[config.mk]
export PLATFORM = sky130hd
export DESIGN_NAME = jnr_prog_regs
export DESIGN_NICKNAME = d
export VERILOG_FILES = /design/src/jnr_pkg.sv /design/src/jnr_sync.sv /design/src/jnr_fifo.sv /design/src/jnr_prog_regs.sv
export SDC_FILE = /design/constraint.sdc
export NUM_CORES = 1
export LEC_CHECK = 0
export BUFFER_PORTS_ARGS = -buffer_cell sky130_fd_sc_hd__buf_2
export CAP_MARGIN = 20
export CORE_ASPECT_RATIO = 2
export CORE_MARGIN = 2
export CORE_UTILIZATION = 50
export CTS_BUF_LIST = sky130_fd_sc_hd__clkbuf_4 sky130_fd_sc_hd__clkbuf_8
export DETAILED_ROUTE_END_ITERATION = 16
export GPL_TIMING_DRIVEN = 0
export PLACE_DENSITY_LB_ADDON = 0.2
export SYNTH_ARGS = -nofsm -noshare
export SYNTH_HDL_FRONTEND = slang
export SYNTH_SLANG_ARGS = --single-unit
[constraint.sdc]
create_clock -name i_clk -period 5 [get_ports i_clk]
set_input_delay 0 -clock i_clk [delete_from_list [all_inputs] [get_ports i_clk]]
set_output_delay 0 -clock i_clk [all_outputs]
set_load 0.02 [all_outputs]
[src/jnr_pkg.sv]
/*
 * Shared constants for the programming data registers behind the test access port:
 * instruction codes, register widths, the enable signature, command prefixes and counts.
 * Assumes a separate test access port controller supplies the instruction and state flags.
 */
// Overview of operation
// RULE1: Command-entry instruction 0x5 puts the 15-bit command register between TDI and TDO.
// RULE2: Capture-DR under command entry loads the previous command's result into the register.
// RULE3: Shift-DR under command entry moves one place per TCK; result out, command in.
// RULE4: Update-DR under command entry drives the shifted command onto memory control inputs.
// RULE5: Run-Test/Idle after a command update gives one execute pulse.
// RULE6: Page-load 0x6 selects the low eight command bits as a data byte, shifted by TCK.
// RULE7: Page-load Update-DR copies the byte to a holding register, written within 11 TCK.
// RULE8: Page-load updates alternate low then high byte, low byte first after entry.
// RULE9: Page-load pre-increments the word address before each low byte except the first.
// RULE10: Page-read 0x7 captures flash bytes on Capture-DR, low byte then high byte.
// RULE11: Page-read increments the word address after every high byte capture.
// RULE12: A one in the reset register holds the core in reset immediately.
// RULE13: After the reset bit clears, reset stays for the reset time-out period.
// RULE14: The programmer resets the device before entering programming mode.
// RULE15: Programming is enabled only while the 16-bit enable register equals the signature.
// RULE16: The enable register clears on power-on reset; programmer clears it when leaving.
// RULE17: Chip erase is a fixed command sequence followed by polling for completion.
// RULE18: Flash write enters write mode, loads address high, low, and data bytes.
// RULE19: Flash words are latched, the page committed, then status polled on TDO.
// RULE20: Flash read returns low byte, then high byte, after the read commands.
// RULE21: EEPROM write loads address and byte, latches, commits and polls.
// RULE22: EEPROM read starts with enter-read then address high byte load.
// RULE23: Every data register shifts least significant bit first on TDI and TDO.
// RULE24: The programmer may skip an address-high load when already correct.
// RULE25: Without the signature, programming commands are ignored and memory left untouched.
// RULE26: Data byte shifting or updating touches only the low eight command bits.
package jnr_pkg;
    // ----------------------------------------------------------------
    // Instruction codes and widths
    // ----------------------------------------------------------------
    localparam int          IR_W        = 4;
    localparam logic [3:0]  INSTR_RESET = 4'hC;
    localparam logic [3:0]  INSTR_PE    = 4'h4;
    localparam logic [3:0]  INSTR_CMD   = 4'h5;
    localparam logic [3:0]  INSTR_PLOAD = 4'h6;
    localparam logic [3:0]  INSTR_PREAD = 4'h7;
    localparam int          CMD_W       = 15;
    localparam int          BYTE_W      = 8;
    localparam int          PE_W        = 16;
    localparam int          PC_W        = 16;
    localparam int          PFX_W       = 7;
    // ----------------------------------------------------------------
    // Values, prefixes and counts
    // ----------------------------------------------------------------
    localparam logic [15:0] PE_SIG      = 16'hA370;
    localparam logic [15:0] PE_RST      = 16'h0000;
    localparam logic [6:0]  PFX_ADDR_HI = 7'h07;
    localparam logic [6:0]  PFX_ADDR_LO = 7'h03;
    localparam int          RST_TOUT_CYC = 64;
    localparam int          PB_DEPTH    = 16;
    localparam int          PB_W        = PC_W + 1 + BYTE_W;
endpackage

[src/jnr_sync.sv]
/*
 * Two-flop synchroniser for a group of pin inputs.
 * Assumes the inputs are asynchronous to i_clk; each bit is treated on its own.
 */
`timescale 1ns/1ps
module jnr_sync #(
    parameter int W = 2
) (
    input  wire logic         i_clk,
    input  wire logic         i_arst_n,
    input  wire logic [W-1:0] i_async,
    output logic      [W-1:0] o_sync
);
    logic [W-1:0] meta_ff;
    logic [W-1:0] sync_ff;

    // ----------------------------------------------------------------
    // Per-bit synchroniser stages
    // ----------------------------------------------------------------
    // Each bit passes two flops; only the second is read outside.
    for (genvar b = 0; b < W; b++)
    begin : g_bit
        always_ff @(posedge i_clk or negedge i_arst_n)
        begin
            if (!i_arst_n)
            begin
                meta_ff[b] <= 1'b0;
                sync_ff[b] <= 1'b0;
            end
            else
            begin
                meta_ff[b] <= i_async[b];
                sync_ff[b] <= meta_ff[b];
            end
        end
    end

    assign o_sync = sync_ff;
endmodule

[src/jnr_fifo.sv]
/*
 * Synchronous FIFO with valid/ready on both sides.
 * Assumes one clock; depth is a power of two.
 */
`timescale 1ns/1ps
module jnr_fifo #(
    parameter int W = 8,
    parameter int D = 16
) (
    input  wire logic         i_clk,
    input  wire logic         i_arst_n,
    input  wire logic         i_in_valid,
    output logic              o_in_ready,
    input  wire logic [W-1:0] i_in_data,
    output logic              o_out_valid,
    input  wire logic         i_out_ready,
    output logic      [W-1:0] o_out_data
);
    localparam int AW = $clog2(D);

    logic [W-1:0] mem [D];
    logic [AW:0]  wr_ptr_ff;
    logic [AW:0]  rd_ptr_ff;
    logic         full;
    logic         empty;
    logic         push;
    logic         pop;

    // ----------------------------------------------------------------
    // Status and handshakes
    // ----------------------------------------------------------------
    // Pointers carry an extra wrap bit so full and empty are exact.
    assign empty       = (wr_ptr_ff == rd_ptr_ff);
    assign full        = (wr_ptr_ff[AW] != rd_ptr_ff[AW]) && (wr_ptr_ff[AW-1:0] == rd_ptr_ff[AW-1:0]);
    assign push        = i_in_valid && !full;
    assign pop         = i_out_ready && !empty;
    assign o_in_ready  = !full;
    assign o_out_valid = !empty;
    assign o_out_data  = mem[rd_ptr_ff[AW-1:0]];

    // Storage is read only after it has been written, so it needs no reset.
    always_ff @(posedge i_clk)
    begin
        if (push)
            mem[wr_ptr_ff[AW-1:0]] <= i_in_data;
    end

    // Pointer update.
    always_ff @(posedge i_clk or negedge i_arst_n)
    begin
        if (!i_arst_n)
        begin
            wr_ptr_ff <= '0;
            rd_ptr_ff <= '0;
        end
        else
        begin
            if (push)
                wr_ptr_ff <= wr_ptr_ff + 1'b1;
            if (pop)
                rd_ptr_ff <= rd_ptr_ff + 1'b1;
        end
    end
endmodule

[src/jnr_prog_regs.sv]
/*
 * Programming data registers behind the test access port: reset bit, enable register,
 * shared command / data byte register, page-load and page-read sequencing, command execution.
 * Assumes an outside controller supplies the instruction and Capture/Shift/Update/Idle flags
 * on i_clk, held stable for a whole TCK period and changed only while TCK is low.
 */
`timescale 1ns/1ps
module jnr_prog_regs
    import jnr_pkg::*;
#(
    parameter int TOUT_CYC = jnr_pkg::RST_TOUT_CYC,
    parameter int FIFO_D   = jnr_pkg::PB_DEPTH
) (
    input  wire logic                         i_clk,
    input  wire logic                         i_arst_n,
    input  wire logic                         i_tck,
    input  wire logic                         i_tdi,
    input  wire logic [jnr_pkg::IR_W-1:0]     i_instr,
    input  wire logic                         i_capture_dr,
    input  wire logic                         i_shift_dr,
    input  wire logic                         i_update_dr,
    input  wire logic                         i_run_idle,
    input  wire logic [jnr_pkg::CMD_W-1:0]    i_nvm_result,
    input  wire logic [2*jnr_pkg::BYTE_W-1:0] i_flash_rdata,
    input  wire logic                         i_pb_ready,
    output logic                              o_tdo,
    output logic                              o_tdo_oe,
    output logic                              o_core_reset,
    output logic                              o_prog_en,
    output logic      [jnr_pkg::CMD_W-1:0]    o_nvm_cmd,
    output logic                              o_nvm_cmd_stb,
    output logic                              o_nvm_exec,
    output logic      [jnr_pkg::PC_W-1:0]     o_pc,
    output logic                              o_pb_valid,
    output logic      [jnr_pkg::PC_W-1:0]     o_pb_addr,
    output logic                              o_pb_hi,
    output logic      [jnr_pkg::BYTE_W-1:0]   o_pb_data
);
    import jnr_pkg::*;

    localparam int TW = $clog2(TOUT_CYC + 1);

    // ----------------------------------------------------------------
    // Pin synchronisation and TCK edges
    // ----------------------------------------------------------------
    logic [1:0]        pins_s;
    logic              tck_s;
    logic              tdi_s;
    logic              tck_q_ff;
    logic              tck_rise;
    logic              tck_fall;

    jnr_sync #(.W(2)) u_sync (
        .i_clk    (i_clk),
        .i_arst_n (i_arst_n),
        .i_async  ({i_tck, i_tdi}),
        .o_sync   (pins_s)
    );

    // Edge detection works on the second synchroniser stage only.
    assign tck_s    = pins_s[1];
    assign tdi_s    = pins_s[0];
    assign tck_rise = tck_s && !tck_q_ff;
    assign tck_fall = !tck_s && tck_q_ff;

    // ----------------------------------------------------------------
    // Decode of instruction and active state
    // ----------------------------------------------------------------
    logic              sel_cmd, sel_pload, sel_pread, sel_pe, sel_rst, sel_byte;
    logic              do_cap, do_shift, do_upd;
    logic [IR_W-1:0]   instr_q_ff;
    logic              instr_new;

    assign sel_cmd   = (i_instr == INSTR_CMD);
    assign sel_pload = (i_instr == INSTR_PLOAD);
    assign sel_pread = (i_instr == INSTR_PREAD);
    assign sel_pe    = (i_instr == INSTR_PE);
    assign sel_rst   = (i_instr == INSTR_RESET);
    assign sel_byte  = sel_pload || sel_pread;
    assign do_cap    = tck_rise && i_capture_dr;
    assign do_shift  = tck_rise && i_shift_dr;
    assign do_upd    = tck_rise && i_update_dr;
    assign instr_new = (i_instr != instr_q_ff);

    // ----------------------------------------------------------------
    // Registers
    // ----------------------------------------------------------------
    logic [CMD_W-1:0]  dr_ff;
    logic [PE_W-1:0]   pe_ff;
    logic              rst_bit_ff;
    logic [TW-1:0]     tout_ff;
    logic [PC_W-1:0]   pc_ff;
    logic              ld_hi_ff, ld_first_ff, rd_hi_ff, cmd_pend_ff;
    logic              wr_pend_ff;
    logic [PB_W-1:0]   wr_word_ff;
    logic [BYTE_W-1:0] hold_ff;
    logic [PC_W-1:0]   ld_addr;
    logic [BYTE_W-1:0] rd_byte;
    logic              ld_go, rd_go, cmd_go;
    logic [PC_W-1:0]   nxt_pc;

    // Programming actions happen only while the signature is held.
    assign cmd_go  = do_upd && sel_cmd && o_prog_en;              // [RULE25]
    assign ld_go   = do_upd && sel_pload && o_prog_en;            // [RULE25]
    assign rd_go   = do_cap && sel_pread && o_prog_en;            // [RULE25]
    // Low bytes after the first go one word further on.
    assign ld_addr = (!ld_hi_ff && !ld_first_ff) ? pc_ff + 1'b1 : pc_ff;  // [RULE9]
    assign rd_byte = rd_hi_ff ? i_flash_rdata[2*BYTE_W-1:BYTE_W] : i_flash_rdata[BYTE_W-1:0];  // [RULE10]

    // Next word address from address loads, page-load and page-read.
    assign nxt_pc = (cmd_go && dr_ff[CMD_W-1 -: PFX_W] == PFX_ADDR_HI) ? {dr_ff[BYTE_W-1:0], pc_ff[BYTE_W-1:0]} :
                    (cmd_go && dr_ff[CMD_W-1 -: PFX_W] == PFX_ADDR_LO) ? {pc_ff[PC_W-1:BYTE_W], dr_ff[BYTE_W-1:0]} :
                    ld_go ? ld_addr :                                                          // [RULE9]
                    (rd_go && rd_hi_ff) ? pc_ff + 1'b1 : pc_ff;                                // [RULE11]

    // Shared command / data byte register; byte instructions touch the low eight bits only.
    always_ff @(posedge i_clk or negedge i_arst_n)
    begin
        if (!i_arst_n)
            dr_ff <= '0;
        else if (do_cap && sel_cmd)
            dr_ff <= i_nvm_result;                                          // [RULE2] [RULE20]
        else if (do_shift && sel_cmd)
            dr_ff <= {tdi_s, dr_ff[CMD_W-1:1]};                             // [RULE1] [RULE3] [RULE23]
        else if (do_shift && sel_byte)
            dr_ff[BYTE_W-1:0] <= {tdi_s, dr_ff[BYTE_W-1:1]};                // [RULE6] [RULE26]
        else if (rd_go)
            dr_ff[BYTE_W-1:0] <= rd_byte;                                   // [RULE10] [RULE26]
    end

    // Reset bit and enable register shift LSB first; enable clears on power-on.
    always_ff @(posedge i_clk or negedge i_arst_n)
    begin
        if (!i_arst_n)
        begin
            rst_bit_ff <= 1'b0;
            pe_ff      <= PE_RST;                                           // [RULE16]
        end
        else if (do_shift && sel_rst)
            rst_bit_ff <= tdi_s;
        else if (do_shift && sel_pe)
            pe_ff      <= {tdi_s, pe_ff[PE_W-1:1]};                         // [RULE23]
    end

    // Reset output follows the bit at once and stretches by the time-out after release.
    always_ff @(posedge i_clk or negedge i_arst_n)
    begin
        if (!i_arst_n)
        begin
            tout_ff      <= '0;
            o_core_reset <= 1'b0;
        end
        else
        begin
            if (rst_bit_ff)
                tout_ff <= TW'(TOUT_CYC);                                   // [RULE13]
            else if (tout_ff != '0)
                tout_ff <= tout_ff - 1'b1;
            o_core_reset <= rst_bit_ff || (tout_ff != '0);                  // [RULE12] [RULE13]
        end
    end

    // Sequencing state: address, byte phases, pending execute and the enable output.
    always_ff @(posedge i_clk or negedge i_arst_n)
    begin
        if (!i_arst_n)
        begin
            tck_q_ff    <= 1'b0;
            instr_q_ff  <= '0;
            pc_ff       <= '0;
            ld_hi_ff    <= 1'b0;
            ld_first_ff <= 1'b1;
            rd_hi_ff    <= 1'b0;
            cmd_pend_ff <= 1'b0;
            o_prog_en   <= 1'b0;
        end
        else
        begin
            tck_q_ff   <= tck_s;
            instr_q_ff <= i_instr;
            pc_ff      <= nxt_pc;
            o_prog_en  <= (pe_ff == PE_SIG);                                // [RULE15]
            if (instr_new)
            begin
                ld_hi_ff    <= 1'b0;                                        // [RULE8]
                ld_first_ff <= 1'b1;
                rd_hi_ff    <= 1'b0;                                        // [RULE10]
            end
            else
            begin
                if (ld_go)
                begin
                    ld_hi_ff    <= !ld_hi_ff;                               // [RULE8]
                    ld_first_ff <= 1'b0;
                end
                if (rd_go)
                    rd_hi_ff <= !rd_hi_ff;                                  // [RULE10]
            end
            if (cmd_go)
                cmd_pend_ff <= 1'b1;
            else if (tck_rise && i_run_idle)
                cmd_pend_ff <= 1'b0;
        end
    end

    // Command drive and execute pulse.
    always_ff @(posedge i_clk or negedge i_arst_n)
    begin
        if (!i_arst_n)
        begin
            o_nvm_cmd     <= '0;
            o_nvm_cmd_stb <= 1'b0;
            o_nvm_exec    <= 1'b0;
        end
        else
        begin
            if (cmd_go)
                o_nvm_cmd <= dr_ff;                                         // [RULE4]
            o_nvm_cmd_stb <= cmd_go;
            o_nvm_exec    <= cmd_pend_ff && tck_rise && i_run_idle && o_prog_en;  // [RULE5]
        end
    end

    // ----------------------------------------------------------------
    // Page buffer write path
    // ----------------------------------------------------------------
    logic            fifo_in_ready;
    logic            fifo_out_valid;
    logic            fifo_take;
    logic [PB_W-1:0] fifo_out_data;

    // A byte waits in the holding word until the FIFO accepts it.
    always_ff @(posedge i_clk or negedge i_arst_n)
    begin
        if (!i_arst_n)
        begin
            hold_ff    <= '0;
            wr_pend_ff <= 1'b0;
            wr_word_ff <= '0;
        end
        else if (ld_go)
        begin
            hold_ff    <= dr_ff[BYTE_W-1:0];                                // [RULE7]
            wr_pend_ff <= 1'b1;
            wr_word_ff <= {ld_addr, ld_hi_ff, dr_ff[BYTE_W-1:0]};           // [RULE8]
        end
        else if (fifo_in_ready)
            wr_pend_ff <= 1'b0;
    end

    jnr_fifo #(.W(PB_W), .D(FIFO_D)) u_fifo (
        .i_clk       (i_clk),
        .i_arst_n    (i_arst_n),
        .i_in_valid  (wr_pend_ff),
        .o_in_ready  (fifo_in_ready),
        .i_in_data   (wr_word_ff),
        .o_out_valid (fifo_out_valid),
        .i_out_ready (fifo_take),
        .o_out_data  (fifo_out_data)
    );

    // Output stage reloads whenever it is empty or the page buffer took its word.
    assign fifo_take = !o_pb_valid || i_pb_ready;

    always_ff @(posedge i_clk or negedge i_arst_n)
    begin
        if (!i_arst_n)
        begin
            o_pb_valid <= 1'b0;
            o_pb_addr  <= '0;
            o_pb_hi    <= 1'b0;
            o_pb_data  <= '0;
        end
        else if (fifo_take)
        begin
            o_pb_valid <= fifo_out_valid;                                   // [RULE7]
            if (fifo_out_valid)
                {o_pb_addr, o_pb_hi, o_pb_data} <= fifo_out_data;
        end
    end

    assign o_pc = pc_ff;

    // ----------------------------------------------------------------
    // TDO drive on the falling TCK edge
    // ----------------------------------------------------------------
    logic tdo_bit;

    assign tdo_bit = (sel_cmd || sel_byte) ? dr_ff[0] : sel_pe ? pe_ff[0] : sel_rst ? rst_bit_ff : 1'b0;

    // Output changes on the falling edge so the programmer samples it on the next rise.
    always_ff @(posedge i_clk or negedge i_arst_n)
    begin
        if (!i_arst_n)
        begin
            o_tdo    <= 1'b0;
            o_tdo_oe <= 1'b0;
        end
        else if (tck_fall)
        begin
            o_tdo    <= tdo_bit;                                            // [RULE23]
            o_tdo_oe <= i_shift_dr;
        end
    end
endmodule

==> results of run 1 <==
layout make-up:
type	instances	area, µm²
clock inverters	28	239
well taps	550	688
plain buffers	73	314
clock buffers	109	1340
flip-flops and latches	551	15800
diodes	1	2.50
repair buffers	150	1010
fillers	3295	18100
inverters	10	37.5
multi-input cells	639	5820
cell families (layout without fill, tap and decap cells):
group	Yosys count	in the layout	synth area share
xor+xnor	44	44	0.0176
buf+inv	83	370	0.0160
flops	551	551	0.720
compound gates	134	134	0.0407
other cells	0	1	0
mux	173	173	0.139
fa+ha+maj	7	7	0.00399
simple gates	281	281	0.0630
through the flow:
stage,setup WS [ns],area (µm²),total power [mW],cells
floorplan,1.48,21900,6.74,1273
finish,1.60,25200,11.1,2111
CTS,1.66,25200,11.2,2110
global route,1.41,25200,11.5,2111
global placement,-0.983,23200,7.55,1929
detailed placement,1.93,23300,7.59,1933
power breakdown:
| group | internal, mW | switching [mW] | total (mW) |
|---|---|---|---|
| clock | 1.93 | 1.65 | 3.59 |
| combinational | 0.901 | 1.37 | 2.27 |
| sequential | 5.04 | 0.172 | 5.21 |
| total | 7.87 | 3.20 | 11.1 |
sequential cells by signal, summed over array words and instances (netlist names), 4 cells and up:
register          flops
u_fifo.mem          400
wr_word_ff           25
o_pb_addr            16
o_pc                 16
pe_ff                16
dr_ff                15
o_nvm_cmd            15
o_pb_data             8
tout_ff               7
u_fifo.rd_ptr_ff      5
u_fifo.wr_ptr_ff      5
instr_q_ff            4
layer usage:
metal	GRT usage	routed length, µm	up-vias
met5	0	0	-
met4	0.129	2740	0
met3	0.0347	2500	151
met2	0.457	30400	441
met1	0.237	17500	6205
li1	-	-	5407
worst max-delay path, cell delays in order, from the launching register on:
cell and delay (ns):
dfrtp_1 0.44, and3b_1 0.23, clkbuf_1 0.29, a21oi_1 0.12, and3b_1 0.29, clkbuf_1 0.31, buf_2 0.30, o31ai_1 0.10
dlygate4sd3_1 0.57, o22ai_1 0.12, dlygate4sd3_1 0.56
worst paths after layout:
check,startpoint,to
setup reg to reg,tck_q_ff,dr_ff[7]
hold reg to reg,u_sync.meta_ff[0],u_sync.o_sync[0]
max in group asynchronous,i_arst_n,o_pb_addr[5]
setup / recovery,tck_q_ff,dr_ff[7]
min in group asynchronous,i_arst_n,o_nvm_cmd[14]
hold / removal,i_instr[2],instr_q_ff[2]
what timing repair did:
item / in CTS / in global routing
gates resized for setup: 0 / 0
hold buffers: 40 / 0
hold endpoints to repair: 186 / 0
cell usage after synthesis, drive strengths merged (5+ instances only):
library cell	count
dfrtp	150
nand3b	6
or3	6
xnor2	23
nand2	103
a22oi	50
edfxtp	400
xor2	21
nor2b	9
nor3	6
clkbuf	46
inv	10
a211o	10
buf	27
and3	23
a21o	5
mux2	55
mux2i	18
mux4	100
nand4	17
a31oi	9
nand3	21
o21ai	18
nor2	64
a21oi	32
ha	7
==> impl_results.md, run 1 <==
- # IOs: between 100 and 150
- CTS Buf Count: 75
- Flop-to-flop setup slack: 1.60 ns
- Routed via count: 12200
- Commonest non-fill, non-tap cell in the layout: edfxtp_1
- Layout cells sized above 1: 0.279
- Synth top area share: 0.547
- Pwr/cell area: 438 nW/µm²
- CP Max Fanout: 10
- Syn avg cell area: 17.2 µm²
- First-pass GRT wire length: 78.7 mm
- Antenna Violating Nets Remaining: 0
- Clock slew at reported path FFs: 0.06 ns
- Setup TNS: 0 ns
- Routability cong.: 0.894
- Rel. slew slack: 0.345
- Initial antenna violation count: 1
- HPWL Detailed: approximately 35 mm
- Final Hold Viols: 0
- Leak Pwr: 8.23 nW
- Final wirelength: 53.1 mm
- Die Footprint: roughly 46000 µm²
- Run status: complete, no violations
- Initial DRC count: 827
- Clock tree buffer depth: 3
- Clk_skew: 0.0271 ns
- HP Class: in -> reg
- Required @ worst endpoint: 5.55 ns
- Peak Freq: 294 MHz
- Detailed-route DRC error count: 0
- Syn Nets: approximately 1300
- Die height: 300 µm
- H-tree Lvls: 3
- Setup crit start kind: flop
- RSZ-0062 raised after global routing: no
- Arrival time at the worst endpoint: 3.95 ns
- Clock Latency Late Sink: 0.64 ns
- Nets: 1551
- Crit. End Element: flop
- Initial Util: 0.506
- TritonCTS clock tree: built
- DR vias/cell: 5.78
- Layout area overhead: 15.0%
- Placeable Area: 43400 µm²
- Worst reg2reg path depth: 10
- #FFs+latches synth: 551
- Number of synthesized flops with an enable pin: 400
- Worst IR Drop VDD: 0.299 mV
- Drt pass-1 iters: 4
- Sequential area share after synthesis: 0.720
- Worst slew pin tran: 0.974 ns
- Die X: around 150 µm
- GR Util All Layers: 0.235
- Most used DFF post-synth: edfxtp_1
- Hold path depth: 2
- Mapped cell area: around 22000 µm²
- Largest net degree at the start of global routing: 66
- I/O Buffers: 106
- Crit Path Category: reg -> reg
- Cell Rows: 108
- WL/cell: 25.2 µm
- Synth top area cells: edfxtp_1 55%, dfrtp_1 17%, mux4_2 10%, mux2_2 2.8%, nand2_1 1.8%
- GR Overflow Total: 0
- Clock Sinks: around 550
- Final Max Tran Viols: 0
- Synthesized instance count: roughly 1300
- Post-layout min period: 3.40 ns
- Max Cap Viol: 0
- Final setup viols: 0
- Distinct cell type count after synthesis: 52
- Period utilization: 0.680
- Clock Tree Root: clkbuf_8
- Ys async rst share: 0.274
- Synth warn: 0
- Setup Buffers After CTS: 0
- Commonest cells after routing, fill and taps aside: 400 x edfxtp_1, 150 x dfrtp_1, 125 x buf_2
- Worst Hold Slack: 0.0555 ns
- Final core utilization: 0.582
- Yosys top cell by area: edfxtp_1
- Vias in the first global route: 13200
Note: power is estimated with default switching activity, not from simulation.
==> run 2: changes to the inputs <==
--- a/config.mk
+++ b/config.mk
@@ -5,6 +5,7 @@
 export SDC_FILE = /design/constraint.sdc
 export NUM_CORES = 1
 export LEC_CHECK = 0
+export ABC_AREA = 1
 export BUFFER_PORTS_ARGS = -buffer_cell sky130_fd_sc_hd__buf_2
 export CAP_MARGIN = 20
 export CORE_ASPECT_RATIO = 2
==> constraint.sdc (replaced) <==
create_clock -name i_clk -period 3 [get_ports i_clk]
set_input_delay 0 -clock i_clk [delete_from_list [all_inputs] [get_ports i_clk]]
set_output_delay 0 -clock i_clk [all_outputs]
set_load 0.02 [all_outputs]
==> impl_results.md, run 2 <==
- Run status: complete, no violations
- Synth warn: 0
- Most frequent CP cell: nand2_1
- Vias in the first global route: 16500
- Flop-to-flop setup slack: 0.15 ns
- Synth top area share: 0.514
- Syn Nets: around 2300
- Setup crit start kind: flop
- Hold_sp: i_instr[1]
- Drt pass-1 iters: 6
- Post-synthesis compound-gate area fraction: 0.0252
- First-pass GRT wire length: 98.7 mm
- Pwr/cell area: 761 nW/µm²
- Fin worst setup slack: roughly 0.15 ns
- Dpl cells: roughly 3000
- Layout cells sized above 1: 0.144
- WL/cell: 21.0 µm
- Final Hold Viols: 0
- Cell Rows: 112
- Arrival time at the worst endpoint: around 3.2 ns
- Synthesized instance count: 2265
- Die X: 157 µm
- Period utilization: 0.951
- Number of synthesized flops with an enable pin: 400
- Detailed-route DRC error count: 0
- Ys async rst share: 0.274
- Largest family of logic cells by synthesized area: simple AND/OR/NAND/NOR gates
- Clock slew at reported path FFs: 0.06 ns
- Worst IR Drop VDD: about 0.60 mV
- Worst slew pin tran: 0.973 ns
- Initial antenna violation count: 1
- Clock Tree Root: clkbuf_8
- Antenna Violating Nets Remaining: 0
- Slowest CP cell: nor2_4
- Crit. End Element: flop
- Die height: just over 300 µm
- Final setup viols: 0
- Worst path depth: 10
- Nets: around 2600
- RSZ-0062 raised after global routing: yes
- # IOs: 107
- Final wirelength: 67.1 mm
- Initial DRC count: 1918
- Required @ worst endpoint: 3.35 ns
- Distinct cell type count after synthesis: 41
- Most used DFF post-synth: edfxtp_1
- Peak Freq: roughly 350 MHz
- HP Class: in -> reg
- GR Overflow Total: 0
- Largest register FFs: 400
- Final cell count without fillers: approximately 3200
- #FFs+latches synth: between 500 and 600
- TritonCTS clock tree: built
- Worst reg2reg path depth: 10
- Die Footprint: 48600 µm²
- Layout area overhead: 16.7%
- Setup Buffers After CTS: 0
- Largest net degree at the start of global routing: 75
- Leak Pwr: 11.9 nW
- GR Util All Layers: 0.277
- Worst path cell trace: buf_2, xor2_1, nor2_1, and2_1, nand2_1, nand2_2, inv_1, nand2_1, nor2_4, buf_16
- Routed via count: around 17000
- Placeable Area: 46400 µm²
- Mapped cell area: approximately 23000 µm²
- Clock tree buffer depth: 3
- Worst R2R Start: u_fifo.rd_ptr_ff[1]
- Commonest cells after routing, fill and taps aside: 871 x nand2_1, 400 x edfxtp_1, 365 x nand3_1
- Final core utilization: 0.588
- Max Cap Viol: 0
- I/O Buffers: between 100 and 150
- Clk_skew: 0.0377 ns
- Routability cong.: ~0.9
- Synth top area cells: edfxtp_1 51%, dfrtp_1 16%, nand2_1 14%, nand3_1 7.8%, inv_1 1.3%
- Commonest non-fill, non-tap cell in the layout: nand2_1
- Rel. slew slack: 0.351
- Commonest cells post-synth: 873 x nand2_1, 400 x edfxtp_1, 365 x nand3_1
- CP bufs+invs: 3
- Syn avg cell area: 10.3 µm²
- Dpl ws: 0.0814 ns
- Final Max Tran Viols: 0
- Adder-Cell Fraction of Synth Area: 0.00375
- Simple-Gate Fraction of Synth Area: 0.251
- End of the worst register-to-register path: u_fifo.mem[6][9]
- Crit-path leading delay family: simple AND/OR/NAND/NOR gates
- Clock Latency Late Sink: 0.65 ns
- Post-layout min period: 2.85 ns
- CP peak stage delay: 0.55 ns
- CP Max Fanout: 13
- HPWL Detailed: 43.7 mm
- Crit Path Category: reg -> reg
- CTS Buf Count: 77
- XOR/XNOR Fraction of Synth Area: 0.00712
- H-tree Lvls: 3
- Count leader, synth: nand2_1
- Clock Sinks: 551
- Sequential area share after synthesis: 0.676
- Portion of netlist area occupied by mux cells: 0
- Crit. Startpoint: u_fifo.rd_ptr_ff[1]
- DR vias/cell: between 5 and 6
- CP endpoint: u_fifo.mem[6][9]
- Initial Util: 0.504
- Yosys top cell by area: edfxtp_1
==> run 2: changes by cell type after synthesis, moves of 14 or more <==
| cell | before | now |
|---|---|---|
| mux2_2 | 55 | 0 |
| nor2_1 | 64 | 78 |
| xnor2_1 | 23 | 9 |
| nand3_1 | 21 | 365 |
| a22oi_1 | 50 | 0 |
| inv_1 | 10 | 80 |
| and3_1 | 23 | 0 |
| o21ai_1 | 0 | 21 |
| mux2i_1 | 18 | 0 |
| o21ai_0 | 18 | 52 |
| mux4_2 | 100 | 0 |
| nand2_1 | 103 | 873 |
| buf_2 | 20 | 54 |
==> run 2: cell type report <==
cell class,instances,area [µm²]
Timing Repair Buffer,166,1360
Multi-Input combinational cell,1515,6860
Clock inverter,27,236
Buffer,109,518
Clock buffer,111,1370
Tap cell,627,785
Sequential cell,551,15800
Fill cell,3894,19100
Inverter,92,350
Antenna cell,1,2.50
==> run 2: through the flow <==
step / setup TNS [ns] / power [mW] / instance area (µm²) / hold WS [ns]
6_report: 0 / 20.7 / 27300 / 0.0904
5_1_grt: -0.293 / 21.7 / 27300 / 0.0856
4_1_cts: 0 / 20.7 / 27200 / 0.0613
3_5_place_dp: 0 / 14.6 / 25200 / 0.0738
3_3_place_gp: -536.74 / 14.6 / 24700 / 0.108
2_1_floorplan: 0 / 12.3 / 23400 / -0.296
==> run 2: report_power, final <==
group          internal [mW]  switching (mW)  total (mW)
Sequential              8.44           0.187        8.63
Combinational           1.59            4.40        5.99
Clock                   3.28            2.84        6.13
Total                   13.3            7.43        20.7
==> run 2: kinds of logic after synthesis <==
| group | after synthesis |
|---|---|
| compound gates | 110 |
| xor+xnor | 19 |
| fa+ha+maj | 7 |
| buf+inv | 201 |
| flops | 551 |
| simple gates | 1377 |
==> run 2: layer usage <==
metal  vias up  wire length, µm  global-route usage
met5         -                0                   0
met4         0             2800               0.118
met3       167             5720              0.0455
met2       816            32500               0.455
met1      8273            26200               0.365
li1       8148                -                   -
==> run 2: how the worst min path moves through the flow <==
stage / depth (start not counted) / slack (ns) / endpoint
finish: 2 / 0.09 / instr_q_ff[1]
global route: 2 / 0.09 / instr_q_ff[1]
CTS: 2 / 0.06 / instr_q_ff[1]
detailed placement: 1 / 0.07 / o_pb_addr[10]
global placement: 1 / 0.11 / u_sync.meta_ff[0]
floorplan: 0 / -0.30 / cmd_pend_ff
==> run 2: what timing repair did <==
action	in CTS	in global routing
endpoints found under the hold margin	125	0
hold buffers	45	0
setup endpoints to repair	0	50
resized for setup	0	4
==> run 2: worst reg2reg max path, cell delays in order, from the launching register on <==
cell and delay, ns:
dfrtp_1 0.34, buf_2 0.25, xor2_1 0.17, nor2_1 0.06, and2_1 0.18, nand2_1 0.07
nand2_2 0.13, inv_1 0.24, nand2_1 0.30, nor2_4 0.55, buf_16 0.24
==> run 3: changes to the inputs <==
--- a/config.mk
+++ b/config.mk
@@ -15,6 +15,7 @@
 export DETAILED_ROUTE_END_ITERATION = 16
 export GPL_TIMING_DRIVEN = 0
 export PLACE_DENSITY_LB_ADDON = 0.2
+export RECOVER_POWER = 100
 export SYNTH_ARGS = -nofsm -noshare
 export SYNTH_HDL_FRONTEND = slang
 export SYNTH_SLANG_ARGS = --single-unit
==> constraint.sdc (replaced) <==
create_clock -name i_clk -period 3 [get_ports i_clk]
set_input_delay 0 -clock i_clk [delete_from_list [all_inputs] [get_ports i_clk]]
set_output_delay 0 -clock i_clk [all_outputs]
set_load 0.05 [all_outputs]
==> impl_results.md, run 3 (same netlist as run 2, synthesis figures left out) <==
- Run status: finished with violations
- Failing checks: slew limit
- Crit. Startpoint: u_fifo.rd_ptr_ff[1]
- TritonCTS clock tree: built
- Clk_skew: 0.0427 ns
- Dpl cell area: between 20000 and 30000 µm²
- Final core utilization: 0.583
- Initial Util: 0.504
- Initial antenna violation count: 1
- Die height: 310 µm
- Die Footprint: between 40000 and 50000 µm²
- Worst IR Drop VDD: 0.607 mV
- Final wirelength: 67.1 mm
- Layout area overhead: 15.7%
- CTS Buf Count: 77
- Busiest grt layer: met2
- Nets: about 2600
- End of the worst register-to-register path: u_fifo.mem[2][9]
- Setup Buffers After CTS: 0
- Post-route cell area: 27000 µm²
- Commonest cells after routing, fill and taps aside: 875 x nand2_1, 400 x edfxtp_1, 368 x nand3_1
- Drt pass-1 iters: 6
- Clock Tree Root: clkbuf_8
- I/O Buffers: about 110
- DR vias/cell: about 5.5
- Pwr/cell area: ~780 nW/µm²
- Crit. End Element: flop
- Fin worst setup slack: roughly 0.14 ns
- Flop-to-flop setup slack: roughly 0.14 ns
- Initial DRC count: 1888
- RSZ-0062 raised after global routing: yes
- Vias in the first global route: 16500
- Routability cong.: 0.896
- HP Class: in -> reg
- Worst R2R Start: u_fifo.rd_ptr_ff[1]
- Final cell count without fillers: around 3200
- Final Max Tran Viols: 45
- GR Overflow Total: 0
- Crit Path Category: reg -> reg
- Placeable Area: ~46000 µm²
- Final Hold Viols: 0
- GR met3 Demand/Resource: 0.0455
- Required @ worst endpoint: 3.35 ns
- Rel. slew slack: -0.00433
- CP endpoint: u_fifo.mem[2][9]
- Dpl cells: 3013
- Worst slew pin tran: 1.51 ns
- Clock slew at reported path FFs: around 0.060 ns
- Most frequent CP cell: nand2_1
- Largest net degree at the start of global routing: 75
- Commonest non-fill, non-tap cell in the layout: nand2_1
- Post-layout min period: 2.86 ns
- # IOs: around 110
- Clock tree buffer depth: 3
- Met1 Usage GRT: 0.365
- GRT met2 Usage: 0.455
- Largest register FFs: 400
- Setup crit start kind: flop
- Clock Latency Late Sink: 0.66 ns
- Clock Sinks: 551
- Total Power: 21.1 mW
- Hold_sp: i_nvm_result[9]
- CP Max Fanout: 14
- Worst path cell trace: buf_2, xor2_1, nor2_1, and2_1, nand2_1, nand2_2, inv_1, nand2_1, nor2_4, buf_16
- Slowest CP cell: nor2_4
- WL/cell: around 21 µm
- Antenna Violating Nets Remaining: 0
- Detailed-route DRC error count: 0
- Final setup viols: 0
- Die X: about 160 µm
- First-pass GRT wire length: 98.7 mm
- Peak Freq: between 300 and 400 MHz
- Leak Pwr: 11.5 nW
- Period utilization: 0.952
- Arrival time at the worst endpoint: 3.21 ns
- Cell Rows: 112
- GR Util All Layers: 0.277
- Dpl ws: 0.0814 ns
- HPWL Detailed: between 40 and 50 mm
- Max Cap Viol: 0
- Worst reg2reg path depth: 10
- H-tree Lvls: 3
- Layout cells sized above 1: 0.109
- CP peak stage delay: 0.55 ns
- Routed via count: 17500
[run 3: changes by cell type in the layout (fill, tap and decap cells not counted), moves of 4 or more]
cell and change:
inv_2 -6, o21ai_0 +6, inv_1 +6, o21ai_1 -6, nand2_1 +4, buf_2 -74
clkbuf_1 +76
[run 3: final cells by class]
class                      count  area [µm²]
inverter                      92         347
clock inverter                27         236
multi-input combinational   1515        6790
antenna                        1        2.50
buffer                       109         498
timing repair buffer         166        1240
fill                        3965       19300
tap                          627         785
clock buffer                 111        1370
sequential                   551       15800
[run 3: metrics by stage]
stage / hold WS, ns / TNS [ns]
final: 0.125 / 0
after global routing: 0.141 / -0.298
after CTS: 0.0613 / 0
after detailed placement: 0.0738 / 0
after global placement: 0.108 / -536.74
after floorplan: -0.296 / 0
[run 3: per-layer routing]
metal | part of all wire | up-vias
met5 | 0 | -
met1 | 0.39 | 8320
met4 | 0.043 | 0
met3 | 0.085 | 171
li1 | - | 8146
met2 | 0.48 | 819
[run 3: worst min-delay path by stage]
stage	endpoint	slack (ns)	cells after the start
6_report	dr_ff[9]	0.13	4
2_1_floorplan	cmd_pend_ff	-0.30	0
3_5_place_dp	o_pb_addr[10]	0.07	1
5_1_grt	instr_q_ff[1]	0.14	2
3_3_place_gp	u_sync.meta_ff[0]	0.11	1
4_1_cts	instr_q_ff[1]	0.06	2
[run 3: power breakdown]
part | switching (mW) | internal (mW)
clock network | 2.85 | 3.28
registers | 0.194 | 8.44
logic | 4.77 | 1.53
total | 7.81 | 13.2
[run 3: critical path, delay by kind of cell (launching register included)]
kind / cells / cell delay, ns
and+or+nand+nor: 6 / 1.29
buffers and inverters: 3 / 0.75
DFF: 1 / 0.34
xor gates and xnor gates: 1 / 0.17
[run 3: timing repair]
item	in CTS	in global routing
endpoints found under the hold margin	125	0
gates resized for setup	0	4
setup endpoints to repair	0	50
hold buffers	45	0
